<file path="src/dou_pkg.sv">
package dou_pkg;
	// ======================================================
	// register map (word offsets as byte addresses)
	localparam logic [4:0] ADDR_CTRL = 5'h00;
	localparam logic [4:0] ADDR_STATUS = 5'h04;
	localparam logic [4:0] ADDR_STAT_CLR = 5'h08;
	localparam logic [4:0] ADDR_INPUT = 5'h0c;
	localparam logic [4:0] ADDR_REF_LOW = 5'h10;
	localparam logic [4:0] ADDR_REF_HIGH = 5'h14;
	localparam logic [4:0] ADDR_IRQ_MASK = 5'h18;
	localparam logic [4:0] ADDR_STOP = 5'h1c;
	localparam int ADDR_W = 5;
	// ======================================================
	// control field layout
	localparam int OPMODE_LSB = 0;
	localparam int OPMODE_W = 2;
	localparam int SIZE_BIT = 3;
	localparam int COND_LSB = 4;
	localparam int COND_W = 3;
	localparam int IRQEN_BIT = 7;
	localparam logic [7:0] CTRL_RESET = 8'h00;
	localparam logic [31:0] MASK_RESET = 32'h0000_0007;
	// status bits
	localparam int ST_CMP = 0;
	localparam int ST_OVF = 1;
	localparam int ST_UNF = 2;
	localparam int ST_W = 3;
	localparam logic [15:0] LIMIT16 = 16'hffff;
	// ======================================================
	typedef enum logic [1:0] {
		OP_COMPARE = 2'h0,
		OP_ADD = 2'h1,
		OP_SUB = 2'h2
	} dou_op_t;
	typedef enum logic [2:0] {
		COND_NE = 3'h0,
		COND_EQ = 3'h1,
		COND_LT = 3'h2,
		COND_GT = 3'h3,
		COND_IN = 3'h4,
		COND_OUT = 3'h5
	} dou_cond_t;
endpackage

</file>
<file path="src/dou_op_if.sv">
`timescale 1ns/1ns
// operation request and result between top and datapath
interface dou_op_if;
	logic start;
	logic [1:0] opMode;
	logic wide;
	logic [2:0] cond;
	logic [31:0] operand;
	logic [31:0] refLow;
	logic [31:0] refHigh;
	logic [31:0] result;
	logic [2:0] events;
	modport ctrl (output start, opMode, wide, cond, operand, refLow, refHigh,
		input result, events);
	modport dp (input start, opMode, wide, cond, operand, refLow, refHigh,
		output result, events);
endinterface

</file>
<file path="src/dou_datapath.sv">
`timescale 1ns/1ns
module dou_datapath (
	dou_op_if.dp op // request in, events out
);
	// ======================================================
	// operand helper for compare and arithmetic: low half only in narrow mode
	function automatic logic [31:0] trim(input logic [31:0] v, input logic w);
		trim = w ? v : {16'h0000, v[15:0]};
	endfunction

	logic [31:0] a;
	logic [31:0] r0;
	logic [31:0] r1;
	logic [32:0] sum;
	logic [32:0] diff;
	logic hit;
	always_comb begin
		a = trim(op.operand, op.wide);
		r0 = trim(op.refLow, op.wide);
		r1 = trim(op.refHigh, op.wide);
		sum = {1'b0, a} + {1'b0, r0};
		diff = {1'b0, a} - {1'b0, r0};
		// detection condition decode, unsigned compare
		unique case (op.cond)
			dou_pkg::COND_NE: hit = a != r0;
			dou_pkg::COND_EQ: hit = a == r0;
			dou_pkg::COND_LT: hit = a < r0;
			dou_pkg::COND_GT: hit = a > r0;
			dou_pkg::COND_IN: hit = (r0 < a) && (a < r1);
			dou_pkg::COND_OUT: hit = (a < r0) || (r1 < a);
			default: hit = 1'b0; // prohibited codes never fire
		endcase
	end

	// combinational result; the top registers it
	always_comb begin
		op.events = '0;
		op.result = 32'h0000_0000;
		if (op.start) begin
			unique case (op.opMode)
				dou_pkg::OP_ADD: begin
					op.result = trim(sum[31:0], op.wide);
					op.events[dou_pkg::ST_OVF] = op.wide ? sum[32] : sum[16];
				end
				dou_pkg::OP_SUB: begin
					op.result = trim(diff[31:0], op.wide);
					op.events[dou_pkg::ST_UNF] = diff[32];
				end
				default: op.events[dou_pkg::ST_CMP] = hit;
			endcase
		end
	end
endmodule // dou_datapath

</file>
<file path="src/dou_top.sv">
`timescale 1ns/1ns
// How it works
// - compare 16 or 32 bit operands: match, greater/less, in/out of range
// - add or subtract 16 or 32 bit operands
// - size bit 0 selects 16 bit, 1 selects 32 bit
// - detection condition is control bits 6 to 4
// - codes 000 ne, 001 eq, 010 less, 011 greater against low reference
// - code 100 detects low < input < high, bounds exclusive
// - code 101 detects input below low or above high
// - satisfied comparison raises interrupt request when enabled
// - addition overflow past ffff or ffff_ffff is flagged
// - subtraction below zero is flagged as underflow
// - event output pulses for compare, overflow and underflow
// - operand input register is 32 bits wide
// - two reference registers, low bound and high bound
// - flags live in status, cleared through separate clear register
// - module stop halts operation
module dou_top (
	input wire logic clk, // 10 MHz clock
	input wire logic rst, // async reset, high
	input wire logic [4:0] avsAddress, // byte address
	input wire logic avsRead, // read request
	input wire logic avsWrite, // write request
	input wire logic [31:0] avsWriteData, // write data
	input wire logic [3:0] avsByteEnable, // byte lanes
	output logic [31:0] avsReadData, // read data
	output logic avsWaitRequest, // stall
	output logic irq, // level interrupt
	output logic [2:0] eventOut // event link pulses: cmp, ovf, unf
);
	// ======================================================
	// state
	typedef struct packed {
		logic [7:0] ctrl;
		logic [31:0] operand;
		logic [31:0] refLow;
		logic [31:0] refHigh;
		logic [31:0] result;
		logic [2:0] status;
		logic [2:0] mask;
		logic stop;
		logic start;
		logic ack;
		logic stall; // registered waitrequest
		logic [31:0] rdata;
		logic irq;
		logic [2:0] events;
	} dou_state_t;

	dou_state_t s_q;
	dou_state_t s_d;

	dou_op_if op ();

	dou_datapath u_dp (
		.op(op)
	);

	// byte-enable merge used by every writable register
	function automatic logic [31:0] merge(input logic [31:0] old,
		input logic [31:0] wd, input logic [3:0] be);
		for (int i = 0; i < 4; i++) begin
			merge[i*8 +: 8] = be[i] ? wd[i*8 +: 8] : old[i*8 +: 8];
		end
	endfunction

	// ======================================================
	// drive the datapath from registered state
	assign op.start = s_q.start;
	assign op.opMode = s_q.ctrl[dou_pkg::OPMODE_LSB +: dou_pkg::OPMODE_W];
	assign op.wide = s_q.ctrl[dou_pkg::SIZE_BIT];
	assign op.cond = s_q.ctrl[dou_pkg::COND_LSB +: dou_pkg::COND_W];
	assign op.operand = s_q.operand;
	assign op.refLow = s_q.refLow;
	assign op.refHigh = s_q.refHigh;

	logic wr;
	logic rd;
	logic [31:0] wordNow;
	logic [31:0] wordNew;
	logic [2:0] clr;

	// ======================================================
	// next state
	always_comb begin
		s_d = s_q;
		// one wait cycle per access: ack rises the cycle after request
		wr = avsWrite && !s_q.ack;
		rd = avsRead && !s_q.ack;
		s_d.ack = (avsWrite || avsRead) && !s_q.ack;
		s_d.stall = !s_d.ack; // kept in a flop so waitrequest needs no inverter
		s_d.start = 1'b0;
		s_d.events = 3'b000;
		clr = 3'b000;
		unique case (avsAddress)
			dou_pkg::ADDR_CTRL: wordNow = {24'h0, s_q.ctrl};
			dou_pkg::ADDR_STATUS: wordNow = {29'h0, s_q.status};
			dou_pkg::ADDR_INPUT: wordNow = s_q.operand;
			dou_pkg::ADDR_REF_LOW: wordNow = s_q.refLow;
			dou_pkg::ADDR_REF_HIGH: wordNow = s_q.refHigh;
			dou_pkg::ADDR_IRQ_MASK: wordNow = {29'h0, s_q.mask};
			dou_pkg::ADDR_STOP: wordNow = {31'h0, s_q.stop};
			default: wordNow = 32'h0000_0000; // clear reg and unmapped read zero
		endcase
		wordNew = merge(wordNow, avsWriteData, avsByteEnable);
		if (rd) begin
			// result replaces the operand word when read back from input
			s_d.rdata = (avsAddress == dou_pkg::ADDR_INPUT) ? s_q.result : wordNow;
		end
		if (wr) begin
			unique case (avsAddress)
				dou_pkg::ADDR_CTRL: s_d.ctrl = wordNew[7:0];
				dou_pkg::ADDR_STAT_CLR: clr = wordNew[2:0];
				dou_pkg::ADDR_INPUT: begin
					s_d.operand = wordNew;
					s_d.start = !s_q.stop;
				end
				dou_pkg::ADDR_REF_LOW: s_d.refLow = wordNew;
				dou_pkg::ADDR_REF_HIGH: s_d.refHigh = wordNew;
				dou_pkg::ADDR_IRQ_MASK: s_d.mask = wordNew[2:0];
				dou_pkg::ADDR_STOP: s_d.stop = wordNew[0];
				default: ; // status is read-only, unmapped ignored
			endcase
		end
		// operation result: capture and flag, set wins over clear
		if (s_q.start) begin
			s_d.result = op.result;
		end
		s_d.status = (s_q.status & ~clr) | op.events;
		s_d.events = op.events;
		s_d.irq = s_q.ctrl[dou_pkg::IRQEN_BIT] && |(s_d.status & s_d.mask);
	end

	// ======================================================
	// registers
	always_ff @(posedge clk or posedge rst) begin
		if (rst) begin
			s_q <= '0;
			s_q.ctrl <= dou_pkg::CTRL_RESET;
			s_q.mask <= dou_pkg::MASK_RESET[2:0];
			s_q.stall <= 1'b1; // idle bus sees a stall
		end else begin
			s_q <= s_d;
		end
	end

	// outputs straight from flops
	assign avsReadData = s_q.rdata;
	assign avsWaitRequest = s_q.stall;
	assign irq = s_q.irq;
	assign eventOut = s_q.events;
endmodule // dou_top
</file>
<file path="config.mk">
export PLATFORM = sky130hd
export DESIGN_NAME = dou_top
export DESIGN_NICKNAME = d
export VERILOG_FILES = /design/src/dou_pkg.sv /design/src/dou_op_if.sv /design/src/dou_datapath.sv /design/src/dou_top.sv
export SDC_FILE = /design/constraint.sdc
export NUM_CORES = 1
export LEC_CHECK = 0
export ABC_AREA = 1
export BUFFER_PORTS_ARGS = -buffer_cell sky130_fd_sc_hd__clkbuf_2
export CORE_MARGIN = 8
export CORE_UTILIZATION = 45
export CTS_CLUSTER_SIZE = 25
export DETAILED_ROUTE_END_ITERATION = 12
export GPL_TIMING_DRIVEN = 0
export PLACE_DENSITY_LB_ADDON = 0.25
export RECOVER_POWER = 25
export SLEW_MARGIN = 5
export SYNTH_ARGS = -nofsm -noshare
export SYNTH_HDL_FRONTEND = slang
export SYNTH_SLANG_ARGS = --single-unit
</file>
<file path="constraint.sdc">
create_clock -name clk -period 6.64 [get_ports clk]
set_clock_uncertainty 0.1 [all_clocks]
set_input_delay 1.328 -clock clk [delete_from_list [all_inputs] [get_ports clk]]
set_output_delay 1.328 -clock clk [all_outputs]
set_load 0.03 [all_outputs]
</file>
==> Word level (Yosys, flattened, before mapping) <==
Cells that the tools add are included.
{ "op_classes": {"addsub": 2, "order_cmp": 5, "n_eq_ne": 16, "muxes": 24, "bitwise_logic": 4, "reduce_logical": 19} }
{ "op_table": {"columns": ["cell", "count"], "rows": [
  ["one-hot mux 32 bit (7 select lines)", 1],
  ["2-to-1 mux 32 bit", 6],
  ["less-than comparator 32 bit", 4],
  ["one-hot mux 32 bit (2 select lines)", 1],
  ["adder 32 x 32 -> 33 bit", 1],
  ["subtractor 32 x 32 -> 33 bit", 1],
  ["== test 32 bit", 1],
  ["> comparator 32 bit", 1],
  ["2-to-1 mux 8 bit", 4],
  ["inequality test 32 bit", 1],
  ["== test 5 bit (second input constant)", 4],
  ["2-to-1 mux 3 bit", 4],
  ["== test 5 x 4 -> 1 bit (second input constant)", 2],
  ["AND reduction 2 bit", 5],
  ["AND 3 bit", 2],
  ["== test 3 x 2 -> 1 bit (second input constant)", 2],
  ["== test 3 bit (second input constant)", 2],
  ["2-to-1 mux 1 bit", 6],
  ["one-hot mux 1 bit (6 select lines)", 1],
  ["== test 5 x 3 -> 1 bit (second input constant)", 1],
  ["logical AND 1 bit", 5],
  ["logical NOT 5 bit", 1],
  ["2-to-1 mux 5 bit", 1],
  ["== test 3 x 1 -> 1 bit (second input constant)", 1],
  ["other kinds (9)", 12]
]} }
{ "word_totals": {"register_bits": 182, "in_bits": 45, "output_inout_bits": 37, "word_cells": 84} }

==> Logic depth before layout (Yosys ltp) <==
Gate-level depths: netlist of run 1.
{ "logic_depth": {"depth_word": 11, "ltp_mapped": 22, "mapped_depth_nobuf": 21} }

==> Cells and area by module <==
From an unflattened synthesis of run 1, not the netlist that was laid out.
{ "unflattened": {"cells_unflattened": 2110, "area_unflattened_um2": 14676.6} }
{ "by_module_without_submodules": {"columns": ["module", "n_inst", "cells_per_inst", "area_per_inst_um2"], "rows": [
  ["dou_top", 1, 891, 8287.9],
  ["dou_datapath", 1, 1219, 6388.6]
]} }

==> Least setup slack after synthesis of run 1 <==
No wires, ideal clock.
{ "synth_timing": {"kind": "input port to flip-flop", "startpoint": "in avsAddress[1]", "endpoint": "reg s_q, in the netlist irq", "setup_time_ns": 0.122, "t_arrival_ns": 2.504, "required_time_ns": 6.418, "path_slack_ns": 3.914, "stages": 12, "n_path_buf": 0, "cell_sequence": "nor2_8 nand3_4 inv_2 nand2_1 o21ai_1 inv_1 nand4_1 nand2_1 o21ai_0 nand2_1 a21oi_1 a21oi_2"} }
{ "synth_rtl": {"columns": ["element", "line_no", "text"], "rows": [
  ["start, declared", "dou_top.sv:21", "input wire logic [4:0] avsAddress,"],
  ["end, declared", "dou_top.sv:50", "dou_state_t s_q;"]
]} }

==> flow_summary.toml, run 1 <==
[run_status]
status = "finished with violations"
violations = "capacitance limit, slew limit"

[logic_synthesis]
syn_area_per_cell_sq_um = 6.99
synth_largest_area_cell = "dfrtp_1"
ys_types = 54
synth_cells = 1909
synth_seq_area_share = 0.342
synth-edff-count = 0
synth.yosys.warnings = 0
synth-seq-cells = 182
syn-num-nets = 2054
synth_area_leaders = "dfrtp_1 33%, nand2_1 15%, ha_1 9.2%, o21ai_0 9.2%, inv_1 6.0%"
synthArstFlopShare = 1.00
ys.flop_type = "dfrtp_1"
syn_area_sq_mm = 0.0133
synth.top_cell.area_share = 0.334

[floorplanning]
dieHeight_microns = 188
initial_utilization = 0.454
io_pins = 82
num_rows = 63
die-area_sq_mm = 0.0354
fp.dieW_microns = 188
core-area_sq_mm = 0.0294

[cts]
cts_sinks = 182
h-tree-depth = 4
cts.clk_slew.worst_paths_ns = 0.07
cts_buffer_depth = 2
tritoncts = "yes"
cts_hold_buf = 0
post_cts_resized = 0
cts_root_buf = "clkbuf_16"
cts_buffers = 17
clk-insertion-delay-late_ns = 0.47
cts_setup_buffers = 0

[critical_path]
r2r-start = "op.wide"
crit_family = "simple AND/OR/NAND/NOR gates"
critPathCaptureType = "flop"
startpoint_type = "flop"
critPathLaunch = "op.wide"
reg2regPathDepth = 18
slowest_stage = "clkbuf_1"
cpMostUsedCell = "nand2_1"
required_ns = 6.93
slowest_delay_ns = 0.70
critical_path.cell_chain = "clkbuf_1, clkbuf_1, buf_1, nand2_1, ha_1, nand4_1, nor3_1, and3_1, nand2_1, nand2_1, nand2_1, nand2_1, nand2_1, nand3_1, nand2_1, nand2_2, nand2_1, a21oi_2"
path_depth = 18
critPathKind = "reg -> reg"
arrival_ns = 4.71
critPathMaxFanout = 10
crit_buf_inv = 3

[final_layout]
seq_area_sq_mm = 0.00456
finalNonFillerCells = 2413
layout_commonest_cell = "nand2_1"
final_core_util = 0.505
layout-drive-gt1-share = 0.110
multiInputGateArea_sq_mm = 0.00734
area_growth_pct = 11.3
antenna_cells = 0
fill_cells = 3008
nets = 2155
mostFrequentLayoutCells = "523 x nand2_1, 244 x o21ai_0, 214 x inv_1"

[routing]
wl_per_cell_microns = 20.1
wl_microns = 48500
antenna_left = 0
drcViolationCount = 0
dr.pass1.iters = 5
vias_per_cell = 5.55
drt_first_iter_violations = 1146
vias = 13400

[timing]
fin_crit_sh = 0.666
layout_setup_ws_ns = 2.22
max_freq_mhz = 226
tns_ns = 0
finalSetupViolations = 0
relSlewSlack = -1.55
finalMaxSlewViolations = 82
finalHoldViolCount = 0
post-route-min-period_ns = 4.42
rsz0062_at_grt = "false"
worst_slew_pin_slew_ns = 3.80

[place]
io_buffers = 81
dp.cells = 2381
gp_congestion = 0.998
place_hpwl_microns = 38200
dp_slack_ns = 2.38

[min_path]
hold-path-cell-count = 1
hold_path_class = "reg -> reg"
min-delay-start = "s_q[39]"

[global_routing]
groute.usage.overall = 0.275
grt_pass1_vias = 13000
antenna_found_initial = 0
gr-total-overflow = 0
grt_max_degree = 102
grt_pass1_wl_microns = 76000

[power]
p_clk_frac = 0.290
p_leak_nw = 7.87
pwr-share-seq = 0.362
combinationalPowerShare = 0.349
vdd_drop_max_mv = 0.187
p_int_w = 0.00213
powerDensity_mw_per_mm2 = 243
p_sw_w = 0.00147
sw_frac_of_total = 0.409

[flow_run]
drv_cap = 1
cells in the mapped netlist (3+ instances only):
master    number
or2_2          4
nand3_1       66
inv_2         13
clkbuf_1      43
o22ai_1       30
xor2_1         9
inv_1        215
o211ai_1       4
nand2_2        5
or2_0          3
o21a_1         3
o21ai_0      244
nand2_1      523
a31oi_1        5
buf_1          6
nor4_1         7
a21oi_1      161
a21oi_2        5
o21ai_1       18
a21o_1        14
nand3_2        4
nand4_1       12
buf_4         38
buf_2         20
dfrtp_1      178
ha_1          98
o21bai_1      11
nor2_1       111
dfstp_2        4
a22o_1        14
nor3_1         7
area by class of cell:
| class | instances | area share |
|---|---|---|
| Clock inverter | 14 | 0.00969 |
| Timing Repair Buffer | 82 | 0.0292 |
| Multi-Input combinational cell | 1388 | 0.494 |
| Buffer | 110 | 0.0398 |
| Inverter | 229 | 0.0580 |
| Clock buffer | 18 | 0.0296 |
| Tap cell | 390 | 0.0329 |
| Sequential cell | 182 | 0.307 |
routing by layer:
metal,global-route usage,up-vias,part of all wire
met4,0.0861,0,0.023
li1,-,6432,-
met5,0,-,0
met3,0.0436,58,0.064
met2,0.423,465,0.44
met1,0.392,6447,0.47
per-stage QoR:
stage / cell area (sq um) / hold WS [ns] / power (W)
2_1_floorplan: 13300 / 0.326 / 0.00217
4_1_cts: 14900 / 0.353 / 0.00360
3_5_place_dp: 14300 / 0.346 / 0.00256
3_3_place_gp: 14200 / 0.347 / 0.00254
6_report: 14900 / 0.352 / 0.00361
5_1_grt: 14900 / 0.374 / 0.00383
power by group through the flow:
stage | Sequential [W] | Clock [W] | Combinational [W]
floorplan | 0.00130 | 0 | 0.000868
global route | 0.00132 | 0.00110 | 0.00142
CTS | 0.00130 | 0.00106 | 0.00124
detailed placement | 0.00132 | 0 | 0.00124
finish | 0.00130 | 0.00104 | 0.00126
global placement | 0.00132 | 0 | 0.00122
path summary, 6_finish.rpt:
path / to / slack, ns
min: op.start / 0.35
min reg2reg: op.start / 0.35
max in group asynchronous: op.refLow[20] / 2.82
max: irq / 2.22
min in group asynchronous: avsReadData[2] / 1.83
max reg2reg: irq / 2.22
sequential cells by signal, indices dropped and copies added, names as in the netlist:
register and flops:
avsReadData 32, avsWaitRequest 1, irq 1, op.start 1
op.refLow 32, op.refHigh 32, op.opMode 2, op.cond 3
op.operand 32, op.wide 1, s_q 42, eventOut 3
cell families (layout without fill, tap and decap cells):
kind of cell	after synthesis	count (layout)	synth area share
AO/OA/AOI/OAI	523	523	0.216
XOR/XNOR	9	9	0.00591
adder cells (fa/ha/maj)	100	100	0.0949
buffers and inverters	339	453	0.109
flip-flops	182	182	0.342
multiplexers	1	1	0.000750
AND/OR/NAND/NOR	755	755	0.233
Power figures use the tool's default switching activity.
==> run 2, diff against run 1 <==
clock period = 4.4 ns   (was 6.64 ns; I/O delays follow)
==> run 2 against run 1 <==
Effect of this change: the run still ends with capacitance limit, slew limit left; non-clock buffer count up 4; combinational power up 50%; critical path type unchanged; sequential power up 52%; cell count up 0.17%; register-to-register slack worse by 2.0 ns; design area up 0.56%; die area unchanged; clock-buffer cell count down 1.
==> flow_summary.toml, run 2 (synthesis results as in run 1) <==
[run_status]
status = "finished with violations"
violations = "capacitance limit, slew limit"

[timing]
fin_crit_sh = 0.950
max_freq_mhz = 239
post-route-min-period_ns = 4.18
finalSetupViolations = 0
finalHoldViolCount = 0
relSlewSlack = -0.444
finalMaxSlewViolations = 72
worst_slew_pin_slew_ns = 2.17
rsz0062_at_grt = "false"
layout_setup_ws_ns = 0.220
tns_ns = 0

[routing]
vias_per_cell = 5.56
dr_wl_met2_microns = 21700
dr_wl_met3_microns = 3830
drcViolationCount = 0
wl_per_cell_microns = 20.4
drt_first_iter_violations = 1125
vias = 13400
dr.max_layer_used = "met4"
dr.pass1.iters = 5
wl_microns = 49200
antenna_left = 0
wirelength_met1_microns = 22600

[critical_path]
critPathMaxFanout = 10
cpMostUsedCell = "nand2_1"
slowest_stage = "nor3_1"
slowest_delay_ns = 0.61
startpoint_type = "flop"
reg2regPathDepth = 18
r2r-start = "op.wide"
arrival_ns = 4.48
critical_path.cell_chain = "clkbuf_1, clkbuf_2, buf_1, nand2_1, ha_1, nand2_1, nor3_1, and3_1, nand2_1, nand2_1, nand2_1, nand2_1, nand2_1, nand3_1, nand2_1, nand2_2, nand2_1, a21oi_2"
required_ns = 4.70
r2r_setup_slack_ns = 0.22
critPathCaptureType = "flop"
critPathKind = "reg -> reg"
reg2reg_to = "irq"

[flow_run]
drv_cap = 2

[floorplanning]
die-area_sq_mm = 0.0354
num_rows = 63
fp.dieW_microns = 188
io_pins = 82
initial_utilization = 0.454
dieHeight_microns = 188
core-area_sq_mm = 0.0294

[min_path]
hold_path_class = "in -> async"

[cts]
cts_root_buf = "clkbuf_16"
tritoncts = "yes"
cts_sinks = 182
cts_buffer_depth = 2
cts_buffers = 17
cts_setup_buffers = 0
clk-insertion-delay-late_ns = 0.46
h-tree-depth = 4
cts.clk_slew.worst_paths_ns = 0.08

[global_routing]
gr-total-overflow = 0
groute.usage.overall = 0.277
grt_pass1_wl_microns = 76300
grt_max_degree = 40
grt_pass1_vias = 13100
antenna_found_initial = 1

[place]
place_hpwl_microns = 38800
dp_slack_ns = 0.145
dpl-instance-area_sq_mm = 0.0143
io_buffers = 81
gp_congestion = 0.979

[power]
powerDensity_mw_per_mm2 = 372
vdd_drop_max_mv = 0.346
p_leak_nw = 7.91

[final_layout]
layout-drive-gt1-share = 0.111
mostFrequentLayoutCells = "523 x nand2_1, 244 x o21ai_0, 214 x inv_1"
antenna_cells = 0
largest_register = "s_q"
layout_commonest_cell = "nand2_1"
design_area_sq_mm = 0.0149
area_growth_pct = 11.9
largest_register_ffs = 42
nets = 2159
run 2: changes by cell type in the layout (fill, tap and decap cells not counted):
cell,previous run,this run
buf_1,6,7
buf_12,0,2
buf_16,1,0
bufinv_16,1,3
clkbuf_1,43,44
clkbuf_2,83,84
clkbuf_8,1,0
clkinv_4,5,3
clkinv_8,0,3
clkinvlp_4,1,0
inv_8,2,1
run 2: power breakdown:
group / switching, W / internal (W) / total, W / leakage [nW]
clock network: 0.000782 / 0.000921 / 0.00170 / 0.313
logic: 0.00131 / 0.000580 / 0.00189 / 5.14
registers: 0.000143 / 0.00183 / 0.00197 / 2.46
run 2: layout make-up:
type,instances,area (sq um)
multi-input cells,1388,7340
flip-flops and latches,182,4560
fillers,3025,14500
clock buffers,17,425
well taps,390,488
plain buffers,110,592
repair buffers,86,457
clock inverters,15,216
inverters,229,861
run 2: worst max path at each step:
stage	from	endpoint	slack, ns	cells past startpoint
6_report	op.wide	irq	0.22	18
3_3_place_gp	rst	avsReadData[24]	-0.15	2
3_5_place_dp	op.wide	irq	0.14	18
2_1_floorplan	rst	avsReadData[0]	1.09	1
5_1_grt	op.wide	s_q[75]	0.006	16
4_1_cts	op.wide	irq	0.11	18
run 2: routing by layer:
| layer | vias to the layer above | track usage |
|---|---|---|
| met5 | - | 0 |
| met4 | 0 | 0.0818 |
| met3 | 60 | 0.0597 |
| met2 | 507 | 0.431 |
| met1 | 6421 | 0.382 |
| li1 | 6460 | - |
run 2: critical path: cells and delay by family, from the launching register on:
kind	cells	cell delay [ns]
buffers and inverters	3	1.27
adder cells (fa/ha/maj)	1	0.32
AND/OR/NAND/NOR	13	1.96
AO/OA/AOI/OAI	1	0.12
flip-flops	1	0.32
run 2: metrics by stage:
step / std cells / util / total power [W] / hold WS, ns
detailed placement: 2385 / 0.488 / 0.00386 / 0.366
floorplan: 1909 / - / 0.00327 / 0.326
global route: 2417 / 0.508 / 0.00589 / 0.393
CTS: 2417 / 0.510 / 0.00557 / 0.281
finish: 2417 / 0.508 / 0.00556 / 0.350
global placement: 2380 / 0.484 / 0.00382 / 0.348
run 2: repair_timing:
action,4_1_cts,5_1_grt
gates resized for setup,0,3
hold buffers,0,0
endpoints found under the setup margin,0,4
==> run 3, diff against run 2 <==
CORE_MARGIN = unset   (was 8)
==> run 3 against run 2 <==
Effect of this change: the run still ends with capacitance limit, slew limit left; total power down 3.7%; via count down 0.66%; first-iteration DRC count up 11%; flip-flop and latch count unchanged; hold slack better by 0.012 ns; wire length down 1.8%; critical path type unchanged; largest cell class unchanged.
==> flow_summary.toml, run 3 (synthesis results as in run 1) <==
[run_status]
status = "finished with violations"
violations = "capacitance limit, slew limit"

[timing]
layout_setup_ws_ns = 0.384
fin_crit_sh = 0.913
relSlewSlack = -0.444
finalHoldViolCount = 0
post-route-min-period_ns = 4.02
worst_slew_pin_slew_ns = 2.17
finalSetupViolations = 0
max_freq_mhz = 249
finalMaxSlewViolations = 115
rsz0062_at_grt = "false"

[cts]
cts_sinks = 182
cts_setup_buffers = 0
tritoncts = "yes"
cts.clk_slew.worst_paths_ns = 0.07
post_cts_resized = 0
cts_buffers = 17
clk-insertion-delay-late_ns = 0.46
h-tree-depth = 4
cts_buffer_depth = 2
cts_hold_buf = 0
cts_root_buf = "clkbuf_16"

[final_layout]
antenna_cells = 0
largest_register_ffs = 42
layout_commonest_cell = "nand2_1"
area_growth_pct = 11.0
layout-drive-gt1-share = 0.109
largest_register = "s_q"
nets = 2158
mostFrequentLayoutCells = "523 x nand2_1, 244 x o21ai_0, 214 x inv_1"

[flow_run]
drv_cap = 4

[floorplanning]
fp.dieW_microns = 174
core-area_sq_mm = 0.0289
initial_utilization = 0.461
die-area_sq_mm = 0.0303
io_pins = 82
num_rows = 62
dieHeight_microns = 174

[global_routing]
gr-total-overflow = 0
grt_pass1_wl_microns = 75400
antenna_found_initial = 2
groute.usage.overall = 0.328
grt_max_degree = 41
grt_pass1_vias = 12900

[power]
finalPower_w = 0.00535
powerDensity_mw_per_mm2 = 361
vdd_drop_max_mv = 0.281
p_leak_nw = 7.86

[routing]
vias_per_cell = 5.54
antenna_left = 0
drt_first_iter_violations = 1252
vias = 13400
dr.pass1.iters = 6
drcViolationCount = 0
wl_per_cell_microns = 20.1
wl_microns = 48300

[place]
place_hpwl_microns = 38200
io_buffers = 81
gp_congestion = 0.972
dp_slack_ns = 0.183

[critical_path]
arrival_ns = 4.31
critPathMaxFanout = 10
required_ns = 4.70
startpoint_type = "flop"
critPathCaptureType = "flop"
critPathKind = "reg -> reg"

[min_path]
hold_path_class = "reg -> reg"
run 3: changes by cell type in the layout (fill, tap and decap cells not counted), sizes merged:
cell	delta
inv	-2
buf	-2
clkinvlp	+1
clkinv	-1
bufinv	-2
clkbuf	+5
run 3: per-layer routing:
| metal | up-vias | wire length [microns] | track usage |
|---|---|---|---|
| li1 | 6436 | - | - |
| met1 | 6349 | 22800 | 0.468 |
| met2 | 499 | 21000 | 0.499 |
| met3 | 71 | 3390 | 0.0606 |
| met4 | 4 | 1150 | 0.104 |
| met5 | - | 26 | 0 |
run 3: worst max-delay path: stages, from the launching register on:
cell and delay, ns:
dfrtp_1 0.32, clkbuf_1 0.31, clkbuf_2 0.42, buf_1 0.56, nand2_1 0.12, ha_1 0.33, nand2_1 0.09, nor3_1 0.53
and3_1 0.36, nand2_1 0.10, nand2_1 0.06, nand2_1 0.05, nand2_1 0.05, nand2_1 0.05, nand3_1 0.09, nand2_1 0.13
nand2_2 0.10, nand2_1 0.06, a21oi_2 0.11
run 3: final timing paths:
kind	start	end	slack, ns	cells past startpoint
worst max register to register	op.wide	irq	0.38	18
worst min-delay path	s_q[39]	op.start	0.36	1
max in group asynchronous	rst	op.refLow[11]	0.96	3
worst max-delay path	op.wide	irq	0.38	18
worst min register to register	s_q[39]	op.start	0.36	1
min in group asynchronous	rst	avsReadData[3]	0.63	2
run 3: where the power goes:
group	switching [W]	total (W)	internal [W]	leakage, nW
sequential	0.000142	0.00197	0.00183	2.46
combinational	0.00132	0.00190	0.000579	5.13
clock	0.000703	0.00149	0.000782	0.266
run 3: area by class of cell:
class,instances,area [sq um]
plain buffers,110,594
inverters,229,861
repair buffers,85,437
fillers,2962,14100
clock buffers,21,440
multi-input cells,1388,7340
clock inverters,11,101
well taps,384,480
flip-flops and latches,182,4560
run 3: through the flow:
step / utilization / hold slack [ns] / area [sq um] / setup TNS [ns] / instances
2_1_floorplan: - / 0.326 / 13300 / 0 / 1909
3_3_place_gp: 0.492 / 0.345 / 14200 / -24.25 / 2374
3_5_place_dp: 0.495 / 0.350 / 14300 / 0 / 2378
4_1_cts: 0.513 / 0.358 / 14900 / 0 / 2410
5_1_grt: 0.512 / 0.394 / 14800 / 0 / 2410
6_report: 0.512 / 0.362 / 14800 / 0 / 2410
